===== src/design/lkts_consts.svh =====
// Constants for the legacy keyboard trap and SMI block.
// Assumes byte addressing of the configuration space and 16-bit host I/O.
`ifndef LKTS_CONSTS_SVH
`define LKTS_CONSTS_SVH

// ----------------------------------------------------------------------
// Register placement and reset
// ----------------------------------------------------------------------
`define LKTS_CTRL_OFFSET     8'hc0
`define LKTS_CTRL_RESET      16'h2000
`define LKTS_RW_MASK         16'h20bf
`define LKTS_W1C_MASK        16'h8f00
`define LKTS_TRAP_EN_MASK    16'h00bf

// ----------------------------------------------------------------------
// Field positions
// ----------------------------------------------------------------------
`define LKTS_B_PT_END_STS    15
`define LKTS_B_ROUTE_EN      13
`define LKTS_B_USB_IRQ_STS   12
`define LKTS_B_TRAP_STS_LO   8
`define LKTS_B_SMI_PT_END_EN 7
`define LKTS_B_PT_BUSY       6
`define LKTS_B_PT_EN         5
`define LKTS_B_SMI_USB_EN    4
`define LKTS_B_TRAP_EN_LO    0

// ----------------------------------------------------------------------
// Keyboard controller ports and command bytes
// ----------------------------------------------------------------------
`define LKTS_DATA_PORT       16'h0060
`define LKTS_CMD_PORT        16'h0064
`define LKTS_GATE_CMD        8'hd1
`define LKTS_GATE_END        8'hff

`endif


===== src/design/lkts_pkg.sv =====
// Types shared by the legacy keyboard trap and SMI block.
// Assumes the constants header is compiled alongside.
package lkts_pkg;

  // ----------------------------------------------------------------------
  // Types
  // ----------------------------------------------------------------------
  typedef enum logic [1:0] {
    PT_IDLE,
    PT_CMD,
    PT_DATA
  } lkts_pt_state_t;

  typedef logic [15:0] lkts_reg_t;

endpackage : lkts_pkg


===== src/design/legacy_kbd_trap_smi.sv =====
// Legacy keyboard and mouse support: port 60h/64h traps, SMI and routing.
// Assumes configuration and I/O strobes are one-cycle and synchronous.
//
// Function
// RULE_01: Pass-through end status sticky, write one clears.
// RULE_02: Routing enable passes USB interrupt to line D.
// RULE_03: Reset value 2000h, routing enabled, all else off.
// RULE_04: USB interrupt status bit is read-only, live.
// RULE_05: Software clears USB interrupt inside USB controller.
// RULE_06: Sticky trap status per port and direction.
// RULE_07: Four enables turn on trapping and SMI.
// RULE_08: USB interrupt raises SMI when enabled.
// RULE_09: Sequence end raises SMI when enabled.
// RULE_10: Track D1h, data write, reads, FFh sequence.
// RULE_11: Deviation exits sequence and traps normally.
// RULE_12: No SMI while the sequence runs.
// RULE_13: Sequence accesses set no trap status.
// RULE_14: In-progress bit reads one during sequence.
// RULE_15: Clearing pass-through enable ends sequence at once.
// RULE_16: USB interrupt ORed with external line D.
// RULE_17: SMI asserted for any enabled set status.
`timescale 1ns/1ps
`default_nettype none
`include "lkts_consts.svh"

module legacy_kbd_trap_smi (
  input  wire logic        clk,
  input  wire logic        rst_n,
  input  wire logic        cfg_wr,
  input  wire logic        cfg_rd,
  input  wire logic [7:0]  cfg_addr,
  input  wire logic [1:0]  cfg_be,
  input  wire logic [15:0] cfg_wdata,
  output var  logic [15:0] cfg_rdata,
  input  wire logic        io_valid,
  input  wire logic        io_write,
  input  wire logic [15:0] io_addr,
  input  wire logic [7:0]  io_wdata,
  input  wire logic        usb_irq,
  input  wire logic        shared_pci_irq_line_d_n,
  output var  logic        usb_irq_line_d,
  output var  logic        irq_line_d_to_pic,
  output var  logic        io_trap,
  output var  logic        system_mgmt_interrupt_n
);

  lkts_pkg::lkts_reg_t ctrl_r;
  lkts_pkg::lkts_reg_t ctrl_nxt;
  lkts_pkg::lkts_reg_t rdata_r;
  lkts_pkg::lkts_reg_t rdata_nxt;
  lkts_pkg::lkts_reg_t wmask;
  lkts_pkg::lkts_reg_t live;
  logic                smi_n_r;
  logic                smi_n_nxt;
  logic                trap_r;
  logic                trap_nxt;
  logic                line_d_r;
  logic                line_d_nxt;
  logic                pic_r;
  logic                pic_nxt;
  logic                written_r;
  logic                written_nxt;
  logic                hit;
  logic                is_cmd;
  logic                is_data;
  logic                kbd_valid;
  logic [3:0]          access;
  logic [3:0]          trap_set;
  logic                in_progress;
  logic                accepted;
  logic                seq_ended;
  logic                seq_aborted;
  logic                pt_en_nxt;

  // ----------------------------------------------------------------------
  // Decoding
  // ----------------------------------------------------------------------
  function automatic logic port_match(input logic [15:0] a,
                                      input logic [15:0] p);
    port_match = (a == p);
  endfunction : port_match

  assign hit       = (cfg_addr == `LKTS_CTRL_OFFSET);
  assign is_cmd    = port_match(io_addr, `LKTS_CMD_PORT);
  assign is_data   = port_match(io_addr, `LKTS_DATA_PORT);
  assign kbd_valid = io_valid && (is_cmd || is_data);
  // Order matches status bits 11..8 and enable bits 3..0.
  assign access = {kbd_valid && is_cmd && io_write,
                   kbd_valid && is_cmd && !io_write,
                   kbd_valid && is_data && io_write,
                   kbd_valid && is_data && !io_write};

  // ----------------------------------------------------------------------
  // Pass-through sequence
  // ----------------------------------------------------------------------
  // The tracker sees the next value of the enable bit, built apart from
  // the full register so that no combinational loop runs through it.
  assign pt_en_nxt = (cfg_wr && hit && cfg_be[0]) ?
                     cfg_wdata[`LKTS_B_PT_EN] : ctrl_r[`LKTS_B_PT_EN];

  lkts_passthru_seq lkts_passthru_seq_inst (
    .clk         (clk),
    .rst_n       (rst_n),
    .enable      (pt_en_nxt),
    .io_valid    (kbd_valid),
    .io_write    (io_write),
    .io_is_cmd   (is_cmd),
    .io_wdata    (io_wdata),
    .in_progress (in_progress),
    .accepted    (accepted),
    .seq_ended   (seq_ended),
    .seq_aborted (seq_aborted)
  );

  // ----------------------------------------------------------------------
  // Control and status register
  // ----------------------------------------------------------------------
  // Byte enables gate each half, so a byte write never disturbs the
  // status or enables that live in the other byte.
  always_comb begin
    wmask = {{8{cfg_be[1]}}, {8{cfg_be[0]}}} &
            {16{cfg_wr && hit}};
    trap_set = access & ~{4{accepted}} &
               ctrl_r[`LKTS_B_TRAP_EN_LO +: 4]; // [RULE_07] [RULE_13]
    ctrl_nxt = (ctrl_r & ~(wmask & `LKTS_RW_MASK)) |
               (cfg_wdata & wmask & `LKTS_RW_MASK);
    // Write-one clears first, then hardware sets, so a set wins.
    ctrl_nxt = ctrl_nxt & ~(cfg_wdata & wmask & `LKTS_W1C_MASK); // [RULE_01]
    ctrl_nxt[`LKTS_B_TRAP_STS_LO +: 4] =
      ctrl_nxt[`LKTS_B_TRAP_STS_LO +: 4] | trap_set; // [RULE_06]
    if (seq_ended || seq_aborted) begin
      ctrl_nxt[`LKTS_B_PT_END_STS] = 1'b1; // [RULE_01]
    end
    written_nxt = written_r || (cfg_wr && hit);
  end

  always_ff @(posedge clk or negedge rst_n) begin
    if (!rst_n) begin
      ctrl_r    <= `LKTS_CTRL_RESET; // [RULE_03]
      written_r <= 1'b0;
    end else begin
      ctrl_r    <= ctrl_nxt;
      written_r <= written_nxt;
    end
  end

  // ----------------------------------------------------------------------
  // Read path
  // ----------------------------------------------------------------------
  // Bit 12 and bit 6 are live views; writes to them are ignored because
  // they are left out of both write masks.
  always_comb begin
    live = ctrl_r;
    live[`LKTS_B_USB_IRQ_STS] = usb_irq; // [RULE_04] [RULE_05]
    live[`LKTS_B_PT_BUSY]     = in_progress; // [RULE_14]
    rdata_nxt = (cfg_rd && hit) ? live : 16'h0000;
  end

  always_ff @(posedge clk or negedge rst_n) begin
    if (!rst_n) begin
      rdata_r <= 16'h0000;
    end else begin
      rdata_r <= rdata_nxt;
    end
  end

  assign cfg_rdata = rdata_r;

  // ----------------------------------------------------------------------
  // SMI, trap indication and interrupt routing
  // ----------------------------------------------------------------------
  // The SMI output is a level over the sticky bits and the live USB interrupt; software deasserts it
  // by clearing status or enables, and the sequence holds it off.
  always_comb begin
    smi_n_nxt = !((|(ctrl_r[`LKTS_B_TRAP_STS_LO +: 4] &
                     ctrl_r[`LKTS_B_TRAP_EN_LO +: 4])) ||
                  (usb_irq && ctrl_r[`LKTS_B_SMI_USB_EN]) || // [RULE_08]
                  (ctrl_r[`LKTS_B_PT_END_STS] &&
                   ctrl_r[`LKTS_B_SMI_PT_END_EN])); // [RULE_09] [RULE_17]
    if (in_progress) begin
      smi_n_nxt = 1'b1; // [RULE_12]
    end
    trap_nxt   = |trap_set; // [RULE_11]
    line_d_nxt = usb_irq && ctrl_r[`LKTS_B_ROUTE_EN]; // [RULE_02]
    pic_nxt    = line_d_nxt || !shared_pci_irq_line_d_n; // [RULE_16]
  end

  always_ff @(posedge clk or negedge rst_n) begin
    if (!rst_n) begin
      smi_n_r  <= 1'b1;
      trap_r   <= 1'b0;
      line_d_r <= 1'b0;
      pic_r    <= 1'b0;
    end else begin
      smi_n_r  <= smi_n_nxt;
      trap_r   <= trap_nxt;
      line_d_r <= line_d_nxt;
      pic_r    <= pic_nxt;
    end
  end

  assign system_mgmt_interrupt_n = smi_n_r;
  assign io_trap                 = trap_r;
  assign usb_irq_line_d          = line_d_r;
  assign irq_line_d_to_pic       = pic_r;

  // ----------------------------------------------------------------------
  // Checks
  // ----------------------------------------------------------------------
  a_ptend_sticky: assert property ( // [RULE_01]
    @(posedge clk) disable iff (!rst_n)
    (ctrl_r[`LKTS_B_PT_END_STS] &&
     !(cfg_wr && hit && cfg_be[1] && cfg_wdata[`LKTS_B_PT_END_STS]))
    |=> ctrl_r[`LKTS_B_PT_END_STS])
    else $error("pass-through end status lost without a clear");

  a_route_line: assert property ( // [RULE_02]
    @(posedge clk) disable iff (!rst_n)
    ##1 usb_irq_line_d == $past(usb_irq && ctrl_r[`LKTS_B_ROUTE_EN]))
    else $error("line D routing does not follow the enable");

  a_reset_ctrl: assert property ( // [RULE_03]
    @(posedge clk) disable iff (!rst_n)
    !written_r |-> ((ctrl_r & `LKTS_TRAP_EN_MASK) == 16'h0000 &&
                    ctrl_r[`LKTS_B_ROUTE_EN]))
    else $error("control bits differ from reset value before any write");

  a_usbirq_read: assert property ( // [RULE_04]
    @(posedge clk) disable iff (!rst_n)
    (cfg_rd && hit) |=> cfg_rdata[`LKTS_B_USB_IRQ_STS] == $past(usb_irq))
    else $error("USB interrupt status does not reflect the input");

  a_trap_sets: assert property ( // [RULE_06]
    @(posedge clk) disable iff (!rst_n)
    (access[3] && !accepted && ctrl_r[3])
    |=> ctrl_r[`LKTS_B_TRAP_STS_LO + 3] && io_trap)
    else $error("command port write trap not recorded");

  a_trap_off: assert property (@(posedge clk) disable iff (!rst_n) // [RULE_07]
    (access[0] && !ctrl_r[0] && !ctrl_r[`LKTS_B_TRAP_STS_LO])
    |=> !ctrl_r[`LKTS_B_TRAP_STS_LO])
    else $error("data port read trapped while disabled");

  a_usb_smi: assert property (@(posedge clk) disable iff (!rst_n) // [RULE_08]
    (usb_irq && ctrl_r[`LKTS_B_SMI_USB_EN] && !in_progress)
    |=> !system_mgmt_interrupt_n)
    else $error("USB interrupt did not raise SMI");

  a_end_smi: assert property (@(posedge clk) disable iff (!rst_n) // [RULE_09]
    (seq_ended && ctrl_r[`LKTS_B_SMI_PT_END_EN] &&
     !(cfg_wr && hit && cfg_be[0]))
    |=> ##1 (!system_mgmt_interrupt_n || $past(in_progress)))
    else $error("sequence end did not raise SMI");

  a_smi_quiet: assert property ( // [RULE_12]
    @(posedge clk) disable iff (!rst_n)
    in_progress |=> system_mgmt_interrupt_n)
    else $error("SMI asserted during pass-through sequence");

  a_no_trap_acc: assert property ( // [RULE_13]
    @(posedge clk) disable iff (!rst_n)
    accepted |=> ((ctrl_r[`LKTS_B_TRAP_STS_LO +: 4] &
                   ~$past(ctrl_r[`LKTS_B_TRAP_STS_LO +: 4])) == 4'h0 &&
                  !io_trap))
    else $error("sequence access set trap status");

  a_busy_clear: assert property ( // [RULE_15]
    @(posedge clk) disable iff (!rst_n)
    !ctrl_r[`LKTS_B_PT_EN] |-> !in_progress)
    else $error("sequence in progress while pass-through disabled");

  a_irq_or: assert property (@(posedge clk) disable iff (!rst_n) // [RULE_16]
    ##1 irq_line_d_to_pic == $past((usb_irq && ctrl_r[`LKTS_B_ROUTE_EN])
                                   || !shared_pci_irq_line_d_n))
    else $error("line D to interrupt controller is not the OR");

  a_en_next: assert property ( // [RULE_15]
    @(posedge clk) disable iff (!rst_n)
    ##1 ctrl_r[`LKTS_B_PT_EN] == $past(pt_en_nxt))
    else $error("tracker enable differs from the stored bit");

  a_end_status: assert property ( // [RULE_01]
    @(posedge clk) disable iff (!rst_n)
    (seq_ended || seq_aborted) |=> ctrl_r[`LKTS_B_PT_END_STS])
    else $error("sequence exit did not set end status");

  a_abort_trap: assert property ( // [RULE_11]
    @(posedge clk) disable iff (!rst_n)
    (seq_aborted && (|(access & ctrl_r[`LKTS_B_TRAP_EN_LO +: 4]))) |=> io_trap)
    else $error("deviating access was not trapped");

  a_busy_read: assert property ( // [RULE_14]
    @(posedge clk) disable iff (!rst_n)
    (cfg_rd && hit) |=> cfg_rdata[`LKTS_B_PT_BUSY] == $past(in_progress))
    else $error("in-progress bit does not reflect the tracker");

  a_read_trap: assert property ( // [RULE_06]
    @(posedge clk) disable iff (!rst_n)
    (access[0] && !accepted && ctrl_r[`LKTS_B_TRAP_EN_LO])
    |=> ctrl_r[`LKTS_B_TRAP_STS_LO] && io_trap)
    else $error("data port read trap not recorded");

  a_trap_smi: assert property ( // [RULE_17]
    @(posedge clk) disable iff (!rst_n)
    ((|(ctrl_r[`LKTS_B_TRAP_STS_LO +: 4] &
        ctrl_r[`LKTS_B_TRAP_EN_LO +: 4])) && !in_progress)
    |=> !system_mgmt_interrupt_n)
    else $error("enabled trap status did not raise SMI");

  a_smi_idle: assert property ( // [RULE_17]
    @(posedge clk) disable iff (!rst_n)
    (!(|(ctrl_r[`LKTS_B_TRAP_STS_LO +: 4] &
         ctrl_r[`LKTS_B_TRAP_EN_LO +: 4])) &&
     !(usb_irq && ctrl_r[`LKTS_B_SMI_USB_EN]) &&
     !(ctrl_r[`LKTS_B_PT_END_STS] && ctrl_r[`LKTS_B_SMI_PT_END_EN]))
    |=> system_mgmt_interrupt_n)
    else $error("SMI asserted with no enabled source");

endmodule : legacy_kbd_trap_smi
`default_nettype wire


===== src/design/lkts_passthru_seq.sv =====
// Tracker for the address-line gate pass-through command sequence.
// Assumes io_valid marks one cycle per access to port 60h or 64h only.
`timescale 1ns/1ps
`default_nettype none
`include "lkts_consts.svh"

module lkts_passthru_seq (
  input  wire logic       clk,
  input  wire logic       rst_n,
  input  wire logic       enable,
  input  wire logic       io_valid,
  input  wire logic       io_write,
  input  wire logic       io_is_cmd,
  input  wire logic [7:0] io_wdata,
  output var  logic       in_progress,
  output var  logic       accepted,
  output var  logic       seq_ended,
  output var  logic       seq_aborted
);

  lkts_pkg::lkts_pt_state_t state_r;
  lkts_pkg::lkts_pt_state_t state_nxt;

  // ----------------------------------------------------------------------
  // Sequence tracking
  // ----------------------------------------------------------------------
  // Enable is the register's next value, so clearing it ends the sequence
  // at the same edge that stores the cleared bit.
  always_comb begin
    state_nxt   = state_r;
    accepted    = 1'b0;
    seq_ended   = 1'b0;
    seq_aborted = 1'b0;
    if (!enable) begin
      state_nxt = lkts_pkg::PT_IDLE; // [RULE_15]
    end else begin
      unique case (state_r)
        lkts_pkg::PT_IDLE: begin
          if (io_valid && io_write && io_is_cmd &&
              io_wdata == `LKTS_GATE_CMD) begin
            accepted  = 1'b1; // [RULE_10]
            state_nxt = lkts_pkg::PT_CMD;
          end
        end
        lkts_pkg::PT_CMD: begin
          if (io_valid && io_write && !io_is_cmd) begin
            accepted  = 1'b1; // [RULE_10]
            state_nxt = lkts_pkg::PT_DATA;
          end else if (io_valid) begin
            seq_aborted = 1'b1; // [RULE_11]
            state_nxt   = lkts_pkg::PT_IDLE;
          end
        end
        lkts_pkg::PT_DATA: begin
          if (io_valid && !io_write && io_is_cmd) begin
            accepted = 1'b1; // [RULE_10]
          end else if (io_valid && io_write && io_is_cmd &&
                       io_wdata == `LKTS_GATE_END) begin
            accepted  = 1'b1; // [RULE_10]
            seq_ended = 1'b1;
            state_nxt = lkts_pkg::PT_IDLE;
          end else if (io_valid) begin
            seq_aborted = 1'b1; // [RULE_11]
            state_nxt   = lkts_pkg::PT_IDLE;
          end
        end
        default: begin
          state_nxt = lkts_pkg::PT_IDLE;
        end
      endcase
    end
  end

  always_ff @(posedge clk or negedge rst_n) begin
    if (!rst_n) begin
      state_r <= lkts_pkg::PT_IDLE;
    end else begin
      state_r <= state_nxt;
    end
  end

  assign in_progress = (state_r != lkts_pkg::PT_IDLE); // [RULE_14]

  // ----------------------------------------------------------------------
  // Checks
  // ----------------------------------------------------------------------
  a_seq_start: assert property ( // [RULE_10]
    @(posedge clk) disable iff (!rst_n)
    (!in_progress && enable && io_valid && io_write && io_is_cmd &&
     io_wdata == `LKTS_GATE_CMD) |=> (in_progress || !enable))
    else $error("gate command did not start the sequence");

  a_abort_exit: assert property ( // [RULE_11]
    @(posedge clk) disable iff (!rst_n)
    seq_aborted |-> !accepted ##1 !in_progress)
    else $error("deviating access did not leave the sequence");

endmodule : lkts_passthru_seq
`default_nettype wire


===== config.mk =====
export PLATFORM = sky130hd
export DESIGN_NAME = legacy_kbd_trap_smi
export DESIGN_NICKNAME = d
export VERILOG_FILES = /design/src/design/lkts_pkg.sv /design/src/design/legacy_kbd_trap_smi.sv /design/src/design/lkts_passthru_seq.sv
export VERILOG_INCLUDE_DIRS = /design/src /design/src/design
export SDC_FILE = /design/constraint.sdc
export NUM_CORES = 1
export LEC_CHECK = 0
export BUFFER_PORTS_ARGS = -buffer_cell sky130_fd_sc_hd__clkbuf_2
export CAP_MARGIN = 20
export CORE_MARGIN = 5
export CORE_UTILIZATION = 25
export CTS_CLUSTER_SIZE = 10
export DETAILED_ROUTE_END_ITERATION = 10
export PLACE_DENSITY_LB_ADDON = 0.25
export SLEW_MARGIN = 20
export SYNTH_ARGS = -nofsm -noshare
export SYNTH_HDL_FRONTEND = slang
export SYNTH_SLANG_ARGS = --single-unit

===== constraint.sdc =====
create_clock -name clk -period 1.6 [get_ports clk]
set_input_delay 0.08 -clock clk [delete_from_list [all_inputs] [get_ports clk]]
set_output_delay 0.08 -clock clk [all_outputs]
set_load 0.01 [all_outputs]

==> metrics.cfg, run 1 <==
[synth]
syn_area_per_cell_um2=11.45
synthesis.area_um2=1660
ys_seq_area_frac=0.5139
yosysMostFrequentCell=dfrtp_1
synth-warning-count=0
syn-num-nets=207
ys_async_sr_fraction=1.000
yosysUniqueCellTypes=45
synthFlopType=dfrtp_1
yosysTopAreaCell=dfrtp_1
synth_edf_count=0
yosys-top-cells-count=dfrtp_1 (32), and3_1 (15), inv_1 (9)
yosys_register_bits=34
postSynthCellCount=145
synth_top_area_share=0.4823
synthTopCellsByArea=dfrtp_1 (48%), and3_1 (5.7%), mux2_2 (5.4%), dfstp_2 (3.2%), ha_1 (3.0%)

[route]
wirelength_um=4394
postRouteAntennaNets=0
detail_route.wl_per_cell_um=14.08
firstDrtPassIters=4
vias=1456
drc=0
via_per_inst=4.667
drt_iter0_drc=48

[cts]
clk_latency_ns=0.28
cts_buffer_depth=2
htree_num_levels=2
path_clk_slew_ns=0.07
root_buffer=clkbuf_8
numCtsBuffers=5
cts_tree=yes
cts_num_sinks=34

[sta]
max_slew_margin=0.6626
setup_viol=0
grt_setup_unrepaired=true
tightest_slew_ns=0.5008
timing.fmax_mhz=642.7
finClkSkew_ns=0.006159
report.final.slew_viol_count=0
worst_hold_slack_ns=0.02417
fin_crit_sh=0.9725
layout_min_cycle_time_ns=1.556
fin_ws_ns=0.04405
hold_viol=0

[setup_path]
path_cells=inv_2 -> ha_4 -> inv_2 -> or4_4 -> a31oi_4 -> o31ai_1
max_stage_delay_ns=0.44
cp.depth=6
worst-path-max-fanout=3
crit_buf_inv=2
r2r_end=ctrl_r[10]
ff2ff_path_depth=6
path_common_cell=inv_2
r2r-start=lkts_passthru_seq_inst.state_r[1]
cp_slowest_cell=or4_4
crit_end=ctrl_r[10]
crit_path_start=lkts_passthru_seq_inst.state_r[1]
reg2reg_slack_ns=0.04
worstSetupStartpointType=register
critPathTopFamily=simple AND/OR/NAND/NOR gates
critPathKind=reg -> reg
end_kind=register
worst_ep_required_time_ns=1.76
critPathArrivalTime_ns=1.72

[global_routing]
grt_pass1_wl_um=7196
globalRouteOverflowTotal=0
grt_pass1_vias=1534
grt_usage=0.1062
grt_max_degree=35
antenna_found_initial=0

[layout]
area_growth_pct=43.10
n_antenna_cell=0
nNetsFinal=296
drive_gt1_frac=0.5319
fill_cells=640
fin_cells=312
fin_util=0.3700

[power_and_ir_drop]
leakagePower_uw=0.001222
p_total_uw=1649
peakVddDrop_mv=0.2854
powerDensity_nw_per_um2=694.1

[placement]
gp_congestion=0.7964
post-place-ws_ns=-0.1168
dp.cells=300
hpwl_um=3519
port_buffers=73

[min_path]
hold_path_startpoint=cfg_wdata[0]
worstHoldPathType=in -> reg

[die]
rows=29
io_pins=78
die_w_um=91.50
die_area_um2=8371
die_h_um=91.50
initial_core_util=0.2585
core_um2=6422

[run_status]
status=completed

[job]
drv_cap=0

-- metal layers --
layer	GRT usage	wire length [um]	up-vias	part of all wire
met5	0	0	-	0
met2	0.1753	1980	68	0.45
met1	0.1325	1966	674	0.45
met4	0.02638	29	0	0.0066
li1	-	-	711	-
met3	0.03719	417	3	0.095
-- how the worst min path moves through the flow --
| stage | end | slack, ns | depth (start not counted) |
|---|---|---|---|
| 5_1_grt | register | 0.02 | 2 |
| 2_1_floorplan | asynchronous set/reset pin | -0.22 | 0 |
| 3_3_place_gp | cfg_rdata[8] | 0.14 | 2 |
| 3_5_place_dp | cfg_rdata[0] | 0.13 | 2 |
| 4_1_cts | register | 0.01 | 2 |
| 6_report | register | 0.02 | 2 |
-- kinds of logic after synthesis --
family,Yosys count,synth area share
simple gates,54,0.2118
fa+ha+maj,4,0.03014
mux,10,0.07385
compound gates,27,0.1251
flops,34,0.5139
other cells,1,0.002259
buf+inv,15,0.04295
-- timing repair --
item | 4_1_cts | 5_1_grt
resized for setup | 2 | 17
hold buffers | 2 | 0
pin swaps | 1 | 4
endpoints found under the hold margin | 33 | 0
setup buffers | 0 | 2
endpoints found under the setup margin | 2 | 5
-- cell usage in the layout, fill, tap and decap left out, types with 5 or more instances in the layout --
cell type	instances
and3_1	15
buf_4	11
clkbuf_2	73
clkbuf_8	6
dfrtp_1	32
inv_1	6
mux2_2	8
nand2_1	8
nand3_1	5
o21ai_0	7
-- final cells by class --
type / instances / area (um2) / share of cell area
Sequential cell: 34 / 853.3 / 0.3591
Multi-Input combinational cell: 96 / 810.8 / 0.3412
Timing Repair Buffer: 88 / 490.5 / 0.2064
Tap cell: 77 / 96.34 / 0.04055
Clock buffer: 7 / 86.33 / 0.03633
Inverter: 9 / 33.78 / 0.01422
Clock inverter: 1 / 5.005 / 0.002106
-- worst reg2reg max path: stages, from the launching register on --
cell,delay [ns]
dfrtp_1,0.42
inv_2,0.10
ha_4,0.14
inv_2,0.04
or4_4,0.44
a31oi_4,0.21
o31ai_1,0.10
-- metrics by stage --
step           TNS [ns]  area [um2]
5_1_grt        -0.06906        2376
2_1_floorplan         0        1663
3_5_place_dp    -0.4066        2170
4_1_cts               0        2286
3_3_place_gp    -0.2901        2170
6_report              0        2376
-- where the power goes --
part	switching, uW	internal, uW	total, uW
Combinational	68.0	72.1	140
Sequential	5.87	868	874
Clock	289	347	635
No activity file was read; power rests on OpenSTA's default activity.
==> inputs of run 2 (changes only) <==
- RECOVER_POWER: default -> 25
==> run 2 against run 1 <==
Effect of this change: flip-flop and latch count did not move; power hardly changed; critical path depth did not move; core utilization about the same; non-clock buffer count is the same; combinational power barely moved; critical path type unchanged; highest routed layer unchanged.
==> metrics.cfg, run 2 (synthesis gave the netlist of run 1 again) <==
[run_status]
status=completed

[setup_path]
worst-path-max-fanout=3  ; unchanged
worstSetupStartpointType=register
end_kind=register
worst_ep_required_time_ns=1.76  ; about the same
critPathArrivalTime_ns=1.72  ; about the same
critPathKind=reg -> reg

[layout]
layout_common_cells=clkbuf_2 (74), dfrtp_1 (32), and3_1 (15), buf_4 (10)
final_cell_area_um2=2374  ; -0.11%
nNetsFinal=296  ; unchanged
drive_gt1_frac=0.5277  ; -0.004255
n_antenna_cell=0  ; unchanged
final_common_cell=clkbuf_2
fin_util=0.3696  ; -0.0003900
area_growth_pct=42.95
fill_cells=641  ; +0.16%
fin_cells=312  ; unchanged

[min_path]
worstHoldPathType=in -> reg

[cts]
clk_latency_ns=0.28  ; about the same
cts_tree=yes
path_clk_slew_ns=0.07  ; about the same
htree_num_levels=2  ; unchanged
numCtsBuffers=5  ; unchanged
root_buffer=clkbuf_8
cts_buffer_depth=2  ; unchanged
cts_num_sinks=34  ; unchanged

[sta]
timing.fmax_mhz=642.9  ; about the same
layout_min_cycle_time_ns=1.556  ; -0.0004157 ns
hold_viol=0  ; unchanged
fin_crit_sh=0.9722  ; about the same
tightest_slew_ns=0.8155  ; +0.3147 ns
finClkSkew_ns=0.006182  ; +0.00002379 ns
setup_viol=0  ; unchanged
grt_setup_unrepaired=true
max_slew_margin=0.4563  ; -0.2063
worst_hold_slack_ns=0.02396  ; -0.0002099 ns
report.final.slew_viol_count=0  ; unchanged

[die]
rows=29  ; unchanged
die_w_um=91.50  ; unchanged
initial_core_util=0.2585  ; unchanged
die_area_um2=8371  ; unchanged
io_pins=78  ; unchanged
die_h_um=91.50  ; unchanged
core_um2=6422  ; unchanged

[power_and_ir_drop]
p_total_uw=1648  ; about the same
peakVddDrop_mv=0.2855  ; about the same
powerDensity_nw_per_um2=694.4  ; about the same
leakagePower_uw=0.001222  ; about the same

[global_routing]
antenna_found_initial=0  ; unchanged
grt_pass1_vias=1534  ; unchanged
grt_max_degree=35  ; unchanged
grt_pass1_wl_um=7196  ; unchanged
grt_usage=0.1062  ; unchanged
globalRouteOverflowTotal=0  ; unchanged

[route]
met3_length_um=425  ; +1.9%
vias=1455  ; -0.069%
wl_met1_um=1958  ; -0.41%
wl_met2_um=1970  ; -0.51%
drc=0  ; unchanged
detail_route.wl_per_cell_um=14.06  ; -0.16%
firstDrtPassIters=4  ; unchanged
via_per_inst=4.663  ; about the same
wirelength_um=4387  ; -0.16%
dr.max_layer_used=met4
drt_iter0_drc=48  ; unchanged
postRouteAntennaNets=0  ; unchanged

[placement]
port_buffers=73  ; unchanged
dpl_cell_area_um2=2170  ; unchanged
gp_congestion=0.7964  ; unchanged
dp.cells=300  ; unchanged
hpwl_um=3519  ; unchanged

[job]
drv_cap=0  ; unchanged

[run 2: cell type report]
cell class | instances | area (um2) | share of cell area
Clock buffer | 7 | 86.33 | 0.03637
Timing Repair Buffer | 88 | 488.0 | 0.2056
Inverter | 9 | 33.78 | 0.01423
Clock inverter | 1 | 5.005 | 0.002109
Tap cell | 77 | 96.34 | 0.04059
Multi-Input combinational cell | 96 | 810.8 | 0.3416
Sequential cell | 34 | 853.3 | 0.3595
[run 2: worst max-delay path, cell delays in order (launching register included)]
cell and delay, ns:
dfrtp_1 0.42, inv_2 0.10, ha_4 0.14, inv_2 0.04, or4_4 0.44, a31oi_4 0.20, o31ai_1 0.10
[run 2: worst paths after layout]
kind / slack [ns] / endpoint / depth (start not counted) / startpoint
setup / recovery: 0.04 / ctrl_r[10] / 6 / lkts_passthru_seq_inst.state_r[1]
hold / removal: 0.02 / register / 2 / cfg_wdata[0]
setup reg to reg: 0.04 / ctrl_r[10] / 6 / lkts_passthru_seq_inst.state_r[1]
hold reg to reg: 0.54 / register / 1 / register
max in group asynchronous: 0.58 / ctrl_r[5] / 3 / rst_n
min in group asynchronous: 0.51 / ctrl_r[11] / 3 / rst_n
[run 2: through the flow]
step	TNS, ns	worst slack, ns
global placement	-0.2901	-0.1076
global route	-0.06915	-0.02438
finish	0	0.04447
detailed placement	-0.4066	-0.1168
CTS	0	0.001194
floorplan	0	0.04326
[run 2: power breakdown]
group          switching [uW]  total, uW  internal, uW
clock network             289        635           347
logic                    67.9        139          71.2
registers                5.88        874           868
[run 2: layer usage]
layer	up-vias	global-route usage
met5	-	0
met4	0	0.02638
met3	4	0.03719
met2	71	0.1753
met1	669	0.1325
li1	711	-
[run 2: what timing repair did]
| item | 4_1_cts | 5_1_grt |
|---|---|---|
| hold endpoints to repair | 33 | 0 |
| resized for setup | 2 | 17 |
| pin swaps | 1 | 4 |
| setup buffers | 0 | 2 |
| endpoints found under the setup margin | 2 | 5 |
| hold buffers | 2 | 0 |
